===== src/common/agu_pkg.sv =====
// shared constants and carrier types for the data address generator
package agu_pkg;

  localparam logic [15:0] SFR_FLOOR = 16'h0800;
  localparam logic [15:0] WORD_STEP = 16'h0002;
  localparam logic [15:0] SP_RESET = 16'h0800;
  localparam logic [15:0] CIRC_RESET = 16'h0000;
  localparam logic [15:0] WORD_ZERO = 16'h0000;
  localparam logic [3:0] DEFAULT_WORK_REG_IDX = 4'h0;
  localparam logic [3:0] SP_IDX = 4'hF;
  localparam logic [3:0] CIRC_OFF_SEL = 4'hF;
  localparam logic [3:0] X_PREFETCH_A = 4'h8;
  localparam logic [3:0] X_PREFETCH_B = 4'h9;
  localparam logic [3:0] Y_PREFETCH_A = 4'hA;
  localparam logic [3:0] Y_PREFETCH_B = 4'hB;
  localparam int X_EN_POS = 15;
  localparam int Y_EN_POS = 14;
  localparam int X_SEL_LSB = 0;
  localparam int Y_SEL_LSB = 4;
  localparam int NEAR_W = 13;
  localparam int SHORT_LIT_W = 5;
  localparam int IRQ_DISABLE_INSTR_LIT_W = 14;
  localparam int PC_W = 23;

  typedef enum logic [3:0] {
    OP_NONE = 4'b0000,
    OP_FILE_REG = 4'b0001,
    OP_THREE = 4'b0010,
    OP_MOVE = 4'b0011,
    OP_MAC = 4'b0100,
    OP_BRANCH = 4'b0101,
    OP_IRQ_DISABLE_INSTR = 4'b0110,
    OP_PUSH = 4'b0111,
    OP_POP = 4'b1000,
    OP_CALL_PUSH = 4'b1001,
    OP_EXC_PUSH = 4'b1010
  } op_kind_t;

  typedef enum logic [2:0] {
    AM_DIRECT = 3'b000,
    AM_INDIRECT = 3'b001,
    AM_POST_MOD = 3'b010,
    AM_PRE_MOD = 3'b011,
    AM_INDEXED = 3'b100,
    AM_LIT_OFFSET = 3'b101,
    AM_LITERAL = 3'b110
  } addr_mode_t;

  typedef enum logic [1:0] {
    SEG_GENERAL = 2'b00,
    SEG_BOOT = 2'b01,
    SEG_SECURE = 2'b10
  } code_seg_t;

  typedef struct packed {
    logic valid;
    op_kind_t kind;
    addr_mode_t mode;
    logic [3:0] ptr_sel;
    logic [15:0] ptr_val;
    logic [3:0] base_sel;
    logic [15:0] base_val;
    logic [15:0] literal;
    logic [NEAR_W-1:0] file_addr;
    logic dst_default_work_reg;
    logic is_mul;
    logic [1:0] mac_step;
    logic mac_dec;
    logic hi_half;
    logic [PC_W-1:0] pc;
    logic [7:0] status_low_byte;
    code_seg_t code_seg;
  } agu_req_t;

  typedef struct packed {
    logic [15:0] x_circ_start;
    logic [15:0] x_circ_end;
    logic [15:0] y_circ_start;
    logic [15:0] y_circ_end;
    logic [15:0] circ_addr_control;
  } circ_cfg_t;

  typedef struct packed {
    logic boot_secure_ram_en;
    logic [15:0] boot_secure_ram_lo;
    logic [15:0] boot_secure_ram_hi;
    logic secure_segment_ram_en;
    logic [15:0] secure_segment_ram_lo;
    logic [15:0] secure_segment_ram_hi;
  } sec_cfg_t;

  typedef struct packed {
    logic valid;
    logic mem_en;
    logic space_y;
    logic [15:0] ea;
    logic wb_en;
    logic [3:0] wb_sel;
    logic [15:0] wb_val;
    logic dst_en;
    logic [3:0] dst_sel;
    logic [15:0] operand;
    logic push_en;
    logic [15:0] push_data;
  } agu_rsp_t;

endpackage


===== src/hdl/circ_wrap.sv =====
// circular buffer boundary check and wrap for one address space
module circ_wrap
(
  // configuration
  input wire logic enable_i,
  input wire logic [15:0] start_i,
  input wire logic [15:0] end_i,
  input wire logic word_only_i,
  // address in and out
  input wire logic incr_i,
  input wire logic [15:0] addr_i,
  output logic [15:0] addr_o
);

  logic [16:0] len;
  logic pow2;
  logic over;
  logic under;

  always_comb
  begin
    // length is end minus start plus one, at most a full 64 KB space
    len = {1'b0, end_i} - {1'b0, start_i} + 17'h00001;
    pow2 = ((len & (len - 17'h00001)) == 17'h00000);
    // compare with less/greater so that large steps still wrap
    over = (addr_i > end_i) && (incr_i || pow2);
    under = (addr_i < start_i) && (!incr_i || pow2);
    addr_o = addr_i;
    if (enable_i && over)
    begin
      addr_o = addr_i - len[15:0];
    end
    else if (enable_i && under)
    begin
      addr_o = addr_i + len[15:0];
    end
    if (word_only_i)
    begin
      addr_o[0] = 1'b0;
    end
  end

endmodule // circ_wrap


===== src/hdl/data_address_generation_unit.sv =====
// effective address generation, software stack and circular buffers
//
// Notes on behaviour
// stack pointer names next free word, grows up
// pop decrements first; push writes then increments
// call push stores counter upper part, msb clear
// exception push joins status byte to upper counter
// limit has no reset; its bit 0 is zero
// stack address above limit raises stack trap
// stack address below floor raises stack trap
// software avoids stack read right after limit write
// secure ram segments only for matching code
// file register address is 13-bit near field
// default result register is register zero
// first operand direct register; second register/memory/literal
// indirect, post, pre, indexed, literal offset modes
// move shares one offset field for both ends
// prefetch only via 8..11, split x and y
// indexed prefetch only via 9 and 11
// prefetch post-modify by 2, 4 or 6
// branch signed 16-bit, disable unsigned 14-bit
// one circular buffer each in x and y
// one-way wrap unless length is power of two
// buffer length is end minus start plus one
// y circular addresses stay word aligned
// circular mode needs select not 15 and enable
// steps past a boundary still wrap correctly
// stack trap pulses with the offending address
module data_address_generation_unit
(
  // clock, reset, enable
  input wire logic clk_sys_i,
  input wire logic reset_n_i,
  input wire logic clk_en_i,
  // request from instruction decode
  input agu_pkg::agu_req_t req_i,
  // circular buffer and security configuration
  input agu_pkg::circ_cfg_t circ_i,
  input agu_pkg::sec_cfg_t sec_i,
  // stack pointer and limit writes
  input wire logic sp_we_i,
  input wire logic [15:0] sp_data_i,
  input wire logic limit_we_i,
  input wire logic [15:0] limit_data_i,
  // answer towards data memory and register file
  output agu_pkg::agu_rsp_t rsp_o,
  output logic [15:0] stack_ptr_o,
  output logic stack_trap_o,
  output logic access_denied_o,
  output logic mac_fault_o
);
  import agu_pkg::*;

  logic [15:0] stack_pointer_reg_q;
  logic [15:0] stack_pointer_reg_d;
  logic [15:0] stack_limit_reg_q;
  logic [15:0] stack_limit_reg_d;
  agu_rsp_t rsp_q;
  agu_rsp_t rsp_d;
  logic stack_trap_q;
  logic stack_trap_d;
  logic denied_q;
  logic denied_d;
  logic mac_fault_q;
  logic mac_fault_d;

  logic [15:0] raw_ea;
  logic [15:0] new_ptr;
  logic ptr_update;
  logic use_stack;
  logic space_y;
  logic circ_en;
  logic circ_incr;
  logic [15:0] circ_in;
  logic [15:0] circ_out;
  logic [15:0] circ_start;
  logic [15:0] circ_end;
  logic [3:0] ptr_sel;
  logic [15:0] ptr_val;
  logic [15:0] mac_mod;

  function automatic logic in_range(input logic [15:0] a,
                                    input logic [15:0] lo,
                                    input logic [15:0] hi);
    in_range = (a >= lo) && (a <= hi);
  endfunction

  function automatic logic circ_on(input logic [3:0] sel,
                                   input logic en,
                                   input logic [3:0] ptr);
    circ_on = en && (sel != CIRC_OFF_SEL) && (sel == ptr);
  endfunction

  // address arithmetic for the current request
  always_comb
  begin
    ptr_sel = req_i.ptr_sel;
    ptr_val = (req_i.ptr_sel == SP_IDX) ? stack_pointer_reg_q
                                        : req_i.ptr_val;
    raw_ea = ptr_val;
    new_ptr = ptr_val;
    ptr_update = 1'b0;
    use_stack = 1'b0;
    space_y = 1'b0;
    circ_incr = 1'b1;
    mac_mod = {13'h0000, req_i.mac_step, 1'b0};
    case (req_i.kind)
      OP_PUSH, OP_CALL_PUSH, OP_EXC_PUSH:
      begin
        ptr_sel = SP_IDX;
        raw_ea = stack_pointer_reg_q;
        new_ptr = stack_pointer_reg_q + WORD_STEP;
        ptr_update = 1'b1;
        use_stack = 1'b1;
      end
      OP_POP:
      begin
        ptr_sel = SP_IDX;
        raw_ea = stack_pointer_reg_q - WORD_STEP;
        new_ptr = raw_ea;
        ptr_update = 1'b1;
        use_stack = 1'b1;
        circ_incr = 1'b0;
      end
      OP_FILE_REG:
      begin
        raw_ea = {3'b000, req_i.file_addr};
      end
      OP_MAC:
      begin
        space_y = (req_i.ptr_sel == Y_PREFETCH_A) ||
                  (req_i.ptr_sel == Y_PREFETCH_B);
        if (req_i.mode == AM_INDEXED)
        begin
          raw_ea = ptr_val + req_i.base_val;
        end
        else if (req_i.mode == AM_POST_MOD)
        begin
          new_ptr = req_i.mac_dec ? ptr_val - mac_mod
                                  : ptr_val + mac_mod;
          ptr_update = 1'b1;
          circ_incr = !req_i.mac_dec;
        end
      end
      OP_THREE, OP_MOVE:
      begin
        use_stack = (req_i.ptr_sel == SP_IDX) &&
                    (req_i.mode != AM_DIRECT) &&
                    (req_i.mode != AM_LITERAL);
        case (req_i.mode)
          AM_POST_MOD:
          begin
            new_ptr = ptr_val + req_i.literal;
            ptr_update = 1'b1;
            circ_incr = !req_i.literal[15];
          end
          AM_PRE_MOD:
          begin
            raw_ea = ptr_val + req_i.literal;
            new_ptr = raw_ea;
            ptr_update = 1'b1;
            circ_incr = !req_i.literal[15];
          end
          AM_INDEXED:
          begin
            raw_ea = ptr_val + req_i.base_val;
          end
          AM_LIT_OFFSET:
          begin
            raw_ea = ptr_val + req_i.literal;
          end
          default:
          begin
            raw_ea = ptr_val;
          end
        endcase
      end
      default:
      begin
        raw_ea = ptr_val;
      end
    endcase
    // one buffer per space; pick the one this access uses
    if (space_y)
    begin
      circ_en = circ_on(circ_i.circ_addr_control[Y_SEL_LSB+:4],
                        circ_i.circ_addr_control[Y_EN_POS], ptr_sel);
      circ_start = circ_i.y_circ_start;
      circ_end = circ_i.y_circ_end;
    end
    else
    begin
      circ_en = circ_on(circ_i.circ_addr_control[X_SEL_LSB+:4],
                        circ_i.circ_addr_control[X_EN_POS], ptr_sel);
      circ_start = circ_i.x_circ_start;
      circ_end = circ_i.x_circ_end;
    end
    circ_in = (ptr_update && req_i.mode != AM_PRE_MOD &&
               req_i.kind != OP_POP) ? new_ptr : raw_ea;
  end

  // applies to the pointer selected in the control word, never register 15
  circ_wrap u_circ_wrap
  (
    .enable_i(circ_en && req_i.kind != OP_FILE_REG),
    .start_i(circ_start),
    .end_i(circ_end),
    .word_only_i(space_y),
    .incr_i(circ_incr),
    .addr_i(circ_in),
    .addr_o(circ_out)
  );

  // stack pointer and limit next values
  always_comb
  begin
    stack_pointer_reg_d = stack_pointer_reg_q;
    stack_limit_reg_d = stack_limit_reg_q;
    if (limit_we_i)
    begin
      stack_limit_reg_d = {limit_data_i[15:1], 1'b0};
    end
    if (req_i.valid && ptr_update && ptr_sel == SP_IDX &&
        req_i.kind != OP_MAC)
    begin
      stack_pointer_reg_d = {new_ptr[15:1], 1'b0};
    end
    if (sp_we_i)
    begin
      stack_pointer_reg_d = {sp_data_i[15:1], 1'b0};
    end
  end

  // answer next values
  always_comb
  begin
    logic [15:0] ea;
    logic [15:0] wb;
    logic fault;
    logic deny;
    ea = raw_ea;
    wb = new_ptr;
    fault = 1'b0;
    deny = 1'b0;
    rsp_d = '0;
    stack_trap_d = 1'b0;
    if (circ_en)
    begin
      if (req_i.mode == AM_POST_MOD && req_i.kind != OP_POP)
      begin
        wb = circ_out;
      end
      else
      begin
        ea = circ_out;
        wb = circ_out;
      end
    end
    if (req_i.kind == OP_MAC)
    begin
      fault = (req_i.ptr_sel < X_PREFETCH_A) ||
              (req_i.ptr_sel > Y_PREFETCH_B);
      if (req_i.mode == AM_INDEXED &&
          req_i.ptr_sel != X_PREFETCH_B &&
          req_i.ptr_sel != Y_PREFETCH_B)
      begin
        fault = 1'b1;
      end
      if (space_y)
      begin
        ea[0] = 1'b0;
      end
    end
    if (sec_i.boot_secure_ram_en && req_i.code_seg != SEG_BOOT &&
        in_range(ea, sec_i.boot_secure_ram_lo, sec_i.boot_secure_ram_hi))
    begin
      deny = 1'b1;
    end
    if (sec_i.secure_segment_ram_en && req_i.code_seg != SEG_SECURE &&
        in_range(ea, sec_i.secure_segment_ram_lo,
                 sec_i.secure_segment_ram_hi))
    begin
      deny = 1'b1;
    end
    rsp_d.valid = req_i.valid;
    rsp_d.space_y = space_y;
    rsp_d.ea = ea;
    rsp_d.wb_sel = ptr_sel;
    rsp_d.wb_val = wb;
    rsp_d.wb_en = req_i.valid && ptr_update && !fault;
    case (req_i.kind)
      OP_FILE_REG:
      begin
        rsp_d.mem_en = 1'b1;
        rsp_d.dst_en = req_i.dst_default_work_reg || req_i.is_mul;
        rsp_d.dst_sel = req_i.is_mul ? req_i.base_sel : DEFAULT_WORK_REG_IDX;
      end
      OP_THREE:
      begin
        rsp_d.operand = (req_i.mode == AM_LITERAL) ?
          {11'h000, req_i.literal[SHORT_LIT_W-1:0]} :
          req_i.base_val;
        rsp_d.mem_en = (req_i.mode != AM_DIRECT) &&
                       (req_i.mode != AM_LITERAL);
        rsp_d.dst_en = req_i.dst_default_work_reg;
        rsp_d.dst_sel = req_i.base_sel;
      end
      OP_MOVE:
      begin
        rsp_d.operand = req_i.literal;
        rsp_d.mem_en = (req_i.mode != AM_DIRECT) &&
                       (req_i.mode != AM_LITERAL);
      end
      OP_MAC:
      begin
        rsp_d.mem_en = !fault;
      end
      OP_BRANCH:
      begin
        rsp_d.operand = req_i.literal;
      end
      OP_IRQ_DISABLE_INSTR:
      begin
        rsp_d.operand = {2'b00, req_i.literal[IRQ_DISABLE_INSTR_LIT_W-1:0]};
      end
      OP_PUSH, OP_CALL_PUSH, OP_EXC_PUSH:
      begin
        rsp_d.mem_en = 1'b1;
        rsp_d.push_en = 1'b1;
        rsp_d.push_data = req_i.literal;
        if (req_i.kind == OP_CALL_PUSH)
        begin
          rsp_d.push_data = req_i.hi_half ?
            {9'h000, req_i.pc[PC_W-1:16]} :
            req_i.pc[15:0];
        end
        else if (req_i.kind == OP_EXC_PUSH)
        begin
          rsp_d.push_data = req_i.hi_half ?
            {req_i.status_low_byte, 1'b0, req_i.pc[PC_W-1:16]} :
            req_i.pc[15:0];
        end
      end
      OP_POP:
      begin
        rsp_d.mem_en = 1'b1;
      end
      default:
      begin
        rsp_d.mem_en = 1'b0;
      end
    endcase
    if (req_i.valid && use_stack)
    begin
      // push at sp == limit passes; the following one traps
      stack_trap_d = (ea > stack_limit_reg_q) ||
                     (ea < SFR_FLOOR);
    end
    rsp_d.mem_en = rsp_d.mem_en && req_i.valid && !deny;
    rsp_d.push_en = rsp_d.push_en && rsp_d.mem_en;
    denied_d = req_i.valid && deny;
    mac_fault_d = req_i.valid && fault;
  end

  // limit keeps no reset value
  always_ff @(posedge clk_sys_i)
  begin
    if (clk_en_i)
    begin
      stack_limit_reg_q <= stack_limit_reg_d;
    end
  end

  always_ff @(posedge clk_sys_i or negedge reset_n_i)
  begin
    if (!reset_n_i)
    begin
      stack_pointer_reg_q <= SP_RESET;
      rsp_q <= '0;
      stack_trap_q <= 1'b0;
      denied_q <= 1'b0;
      mac_fault_q <= 1'b0;
    end
    else if (clk_en_i)
    begin
      stack_pointer_reg_q <= stack_pointer_reg_d;
      rsp_q <= rsp_d;
      stack_trap_q <= stack_trap_d;
      denied_q <= denied_d;
      mac_fault_q <= mac_fault_d;
    end
  end

  assign rsp_o = rsp_q;
  assign stack_ptr_o = stack_pointer_reg_q;
  assign stack_trap_o = stack_trap_q;
  assign access_denied_o = denied_q;
  assign mac_fault_o = mac_fault_q;

endmodule // data_address_generation_unit

===== config.mk =====
export PLATFORM = sky130hd
export DESIGN_NAME = data_address_generation_unit
export DESIGN_NICKNAME = d
export VERILOG_FILES = /design/src/common/agu_pkg.sv /design/src/hdl/circ_wrap.sv /design/src/hdl/data_address_generation_unit.sv
export SDC_FILE = /design/constraint.sdc
export NUM_CORES = 1
export LEC_CHECK = 0
export BUFFER_PORTS_ARGS = -buffer_cell sky130_fd_sc_hd__buf_2
export CAP_MARGIN = 20
export CORE_MARGIN = 3
export CORE_UTILIZATION = 30
export CTS_CLUSTER_SIZE = 14
export DETAILED_ROUTE_END_ITERATION = 8
export SLEW_MARGIN = 10
export SYNTH_ARGS = -nofsm -noshare
export SYNTH_HDL_FRONTEND = slang
export SYNTH_SLANG_ARGS = --single-unit

===== constraint.sdc =====
create_clock -name clk_sys_i -period 10.8 [get_ports clk_sys_i]
set_input_delay 1.08 -clock clk_sys_i [delete_from_list [all_inputs] [get_ports clk_sys_i]]
set_output_delay 1.08 -clock clk_sys_i [all_outputs]
set_load 0.02 [all_outputs]

==> key figures <==
Global routing
  – Global-route wire length before repair: ~110000 microns
  – Overall routing resource usage: approximately a quarter
  – Antenna violations before repair: 9
  – Vias in the first global route: 17820
  – GRT overflow: 0
  – Pin count of the biggest net entering global routing: 76

Placed design
  – Final RePlAce weighted congestion: 0.9625
  – I/O Buffers: 386
  – Placed insts: 3132
  – HPWL after DPL: 61240 microns

Power
  – Share of power burned in registers: 21.5%
  – Combinational share of power: 63.9%
  – Worst VDD drop: 0.00006908 V
  – Switching Share: 49.10%
  – Net load switching power: 0.001192 W
  – Pwr dens: 124.3 mW/mm^2
  – Pleak: 9.509 nW
  – Internal power: 0.001236 W
  – Clk pwr share: 14.6%

Clock network
  – CTS tree: done
  – CTS Buf Count: 9
  – # hold bufs at CTS: 0
  – Worst-path clk slew: ~0.080 ns
  – # clock sinks: 111
  – Clock latency on the worst-skew pair: 0.38 ns
  – H-Tree Depth: 3
  – Clock root buffer: clkbuf_16
  – Clk buf depth: 2

Setup path
  – Worst path slowest cell: mux2_2
  – R2r worst-path depth: 40
  – Crit start category: input pin
  – CP endpoint: rsp_o[16]
  – Critical path capture point type: flip-flop
  – Largest delay share family, worst path: compound AO/OA/AOI/OAI gates
  – WP buf/inv: 6
  – R2R Path End: rsp_o[16]
  – Worst-path fanout max: 20
  – CP arrival: approximately 11 ns
  – Worst r2r src: stack_ptr_o[4]
  – Crit-path max cell delay: around 0.45 ns
  – Critical Setup Path Class: in -> reg
  – Critical Path RT: 11.11 ns
  – R2R setup slack: between 1 and 1.5 ns
  – Critical path depth: 43
  – CP startpoint: req_i[105]
  – Crit path top cell by count: a21o_1

Synth
  – Primary FF master, synth: dfrtp_1
  – Yosys warnings: 0
  – Cell count after synthesis: slightly above 2000
  – Synth Register Bits: 111
  – Synth cell types: 89
  – Seq/Total Area, Yosys: roughly 18%
  – Share of flip-flops with an asynchronous set or reset: between 80% and 90%
  – Syn avg cell area: between 7 and 8 sq um
  – Dominant cells by area after synthesis: ha_1, dfrtp_1, a21oi_1, o21ai_0, nor2_1
  – Synthesized area: around 0.016 sq mm
  – Number of synthesized flops with an enable pin: 15
  – Largest area contributor in the netlist: ha_1
  – Top-count cell post-synth: ha_1
  – Synth top area share: about 17%
  – Synth top cells by count: ha_1, nor2_1, a21oi_1, inv_1, o21ai_0
  – Syn Nets: 2600

Final layout
  – FILL cells: between 5000 and 6000
  – Layout cells sized above 1: between 20% and 30%
  – Synth-to-Final Area Change: 20.93%
  – Nets: 2978
  – Non-Filler Instances: 3153
  – Multi-input gate area: around 0.012 sq mm
  – Layout Utilization: a little under two fifths
  – FF+latch area: 0.002854 sq mm

Timing
  – Final min period: 10.30 ns
  – Fin. max-slew vios: 0
  – Final Skew: 0.01292 ns
  – Final hold violations: 0
  – Worst slew pin tran: 1.054 ns
  – RSZ-0062 raised after global routing: no
  – Number of setup violations in the final report: 0
  – Max_slew headroom: between 20 and 30%
  – Final period util: 95.33%
  – Fmax: 97.12 MHz

Flow run
  – Max Cap Viol: 0

Detailed routing
  – DR pass1 iterations: 5
  – Total number of vias: 18140
  – Vias per cell: 5.754
  – WL final: 73940 microns
  – Drc violations: 0
  – Initial detailed-routing violation count: 1720
  – Antenna-violating nets left: 0
  – Routed wire per std cell: ~23 microns

Die
  – Die width: between 200 and 250 microns
  – I/O pin count: 396
  – Initial Util: 30.56%
  – DIE AREA: 0.05667 sq mm
  – Row count: 84
  – Core area: between 0.05 and 0.06 sq mm
  – Chip height: roughly 240 microns

Worst hold path
  – Min-Delay Path Class: reg -> reg

Run status
  – Outcome: finished, final reports clean
flip-flops by register name (all words and copies together), names as in the netlist:
| register | cells |
|---|---|
| access_denied_o | 1 |
| mac_fault_o | 1 |
| rsp_o | 78 |
| stack_limit_reg_q | 15 |
| stack_ptr_o | 15 |
| stack_trap_o | 1 |
power groups by stage:
stage                     Clock, W  Combinational [W]  Sequential [W]
after floorplan                  0           0.000937        0.000565
after global placement           0            0.00149        0.000528
after detailed placement         0            0.00152        0.000529
after CTS                 0.000366            0.00153        0.000521
after global routing      0.000383            0.00170        0.000530
final                     0.000355            0.00155        0.000522
cell families after synthesis:
group,share of synthesized area (%)
DFF,17.67
buffers and inverters,6.150
xor gates and xnor gates,4.004
adders and majority gates,17.75
and+or+nand+nor,18.15
muxes,6.390
AOI/OAI and AO/OA,29.87
other,0.02321
placed cells by master, fill, tap and decap left out, types with 9 or more instances in the layout:
cell and n:
buf_2 386, ha_1 218, nor2_1 188, a21oi_1 169, inv_1 155, o21ai_0 151
nand2_1 124, dfrtp_1 95, buf_4 81, a21o_1 71, mux2i_1 57, nand3_1 54
nor3_1 44, mux2_2 41, xnor2_1 40, xor2_1 32, a221oi_1 30, nand2b_1 26
nand4_1 25, o2bb2ai_1 25, nor2b_1 24, a211oi_1 22, and2_1 21, o21a_1 21
o221ai_1 19, o211ai_1 18, and3_1 17, o22ai_1 17, a22oi_1 16, or3_1 15
edfxtp_1 15, nor3b_1 13, a221o_1 13, or2_2 11, a31oi_1 11, o21ai_1 9
a2111oi_0 9, o21bai_1 9, clkbuf_16 9
worst reg2reg max path, delay by kind of cell, from the launching register on:
kind,cells,cell delay (ns)
XOR/XNOR,1,0.22
AND/OR/NAND/NOR,6,1.56
buffers and inverters,4,0.71
multiplexers,3,1.04
AO/OA/AOI/OAI,23,4.59
adder cells (fa/ha/maj),3,0.87
flip-flops,1,0.56
routing by layer:
metal	up-vias	global-route usage, %	part of all wire (%)
met3	167	4.947	7.8
met2	885	42.32	47
met1	8604	32.02	41
li1	8480	-	-
met4	6	9.859	4.3
met5	-	0	0.045
stage by stage:
| stage | instance area [sq um] | setup TNS [ns] | power (W) | worst slack, ns | hold slack (ns) |
|---|---|---|---|---|---|
| floorplan | 16150 | 0 | 0.001502 | 1.156 | 0.5914 |
| global placement | 19210 | 0 | 0.002020 | 0.1425 | 0.4678 |
| detailed placement | 19210 | -0.02810 | 0.002046 | -0.02810 | 0.4680 |
| CTS | 19500 | 0 | 0.002414 | 0.3419 | 0.4890 |
| global route | 19530 | 0 | 0.002610 | 0.05522 | 0.5038 |
| finish | 19540 | 0 | 0.002427 | 0.5038 | 0.4859 |
final cells by class:
class / count / area share, %
Multi-Input combinational cell: 1708 / 63.30
Antenna cell: 6 / 0.07686
Timing Repair Buffer: 468 / 13.10
Clock buffer: 11 / 1.294
Tap cell: 688 / 4.407
Clock inverter: 4 / 0.1921
Inverter: 157 / 3.017
Sequential cell: 111 / 14.61
worst min-delay path by stage:
stage	start	end	slack, ns	cells after the start
after global placement	rsp_o[8]	rsp_o[8]	0.47	1
after floorplan	rsp_o[43]	rsp_o[43]	0.59	1
after CTS	mac_fault_o	mac_fault_o	0.49	1
after global routing	mac_fault_o	mac_fault_o	0.50	1
final	mac_fault_o	mac_fault_o	0.49	1
after detailed placement	rsp_o[3]	rsp_o[3]	0.47	1
timing repair:
| action | CTS | global route |
|---|---|---|
| endpoints found under the setup margin | 0 | 3 |
| buffers inserted | 0 | 0 |
| resized for setup | 0 | 4 |
| endpoints found under the hold margin | 0 | 0 |
No activity file was read; power rests on OpenSTA's default activity.
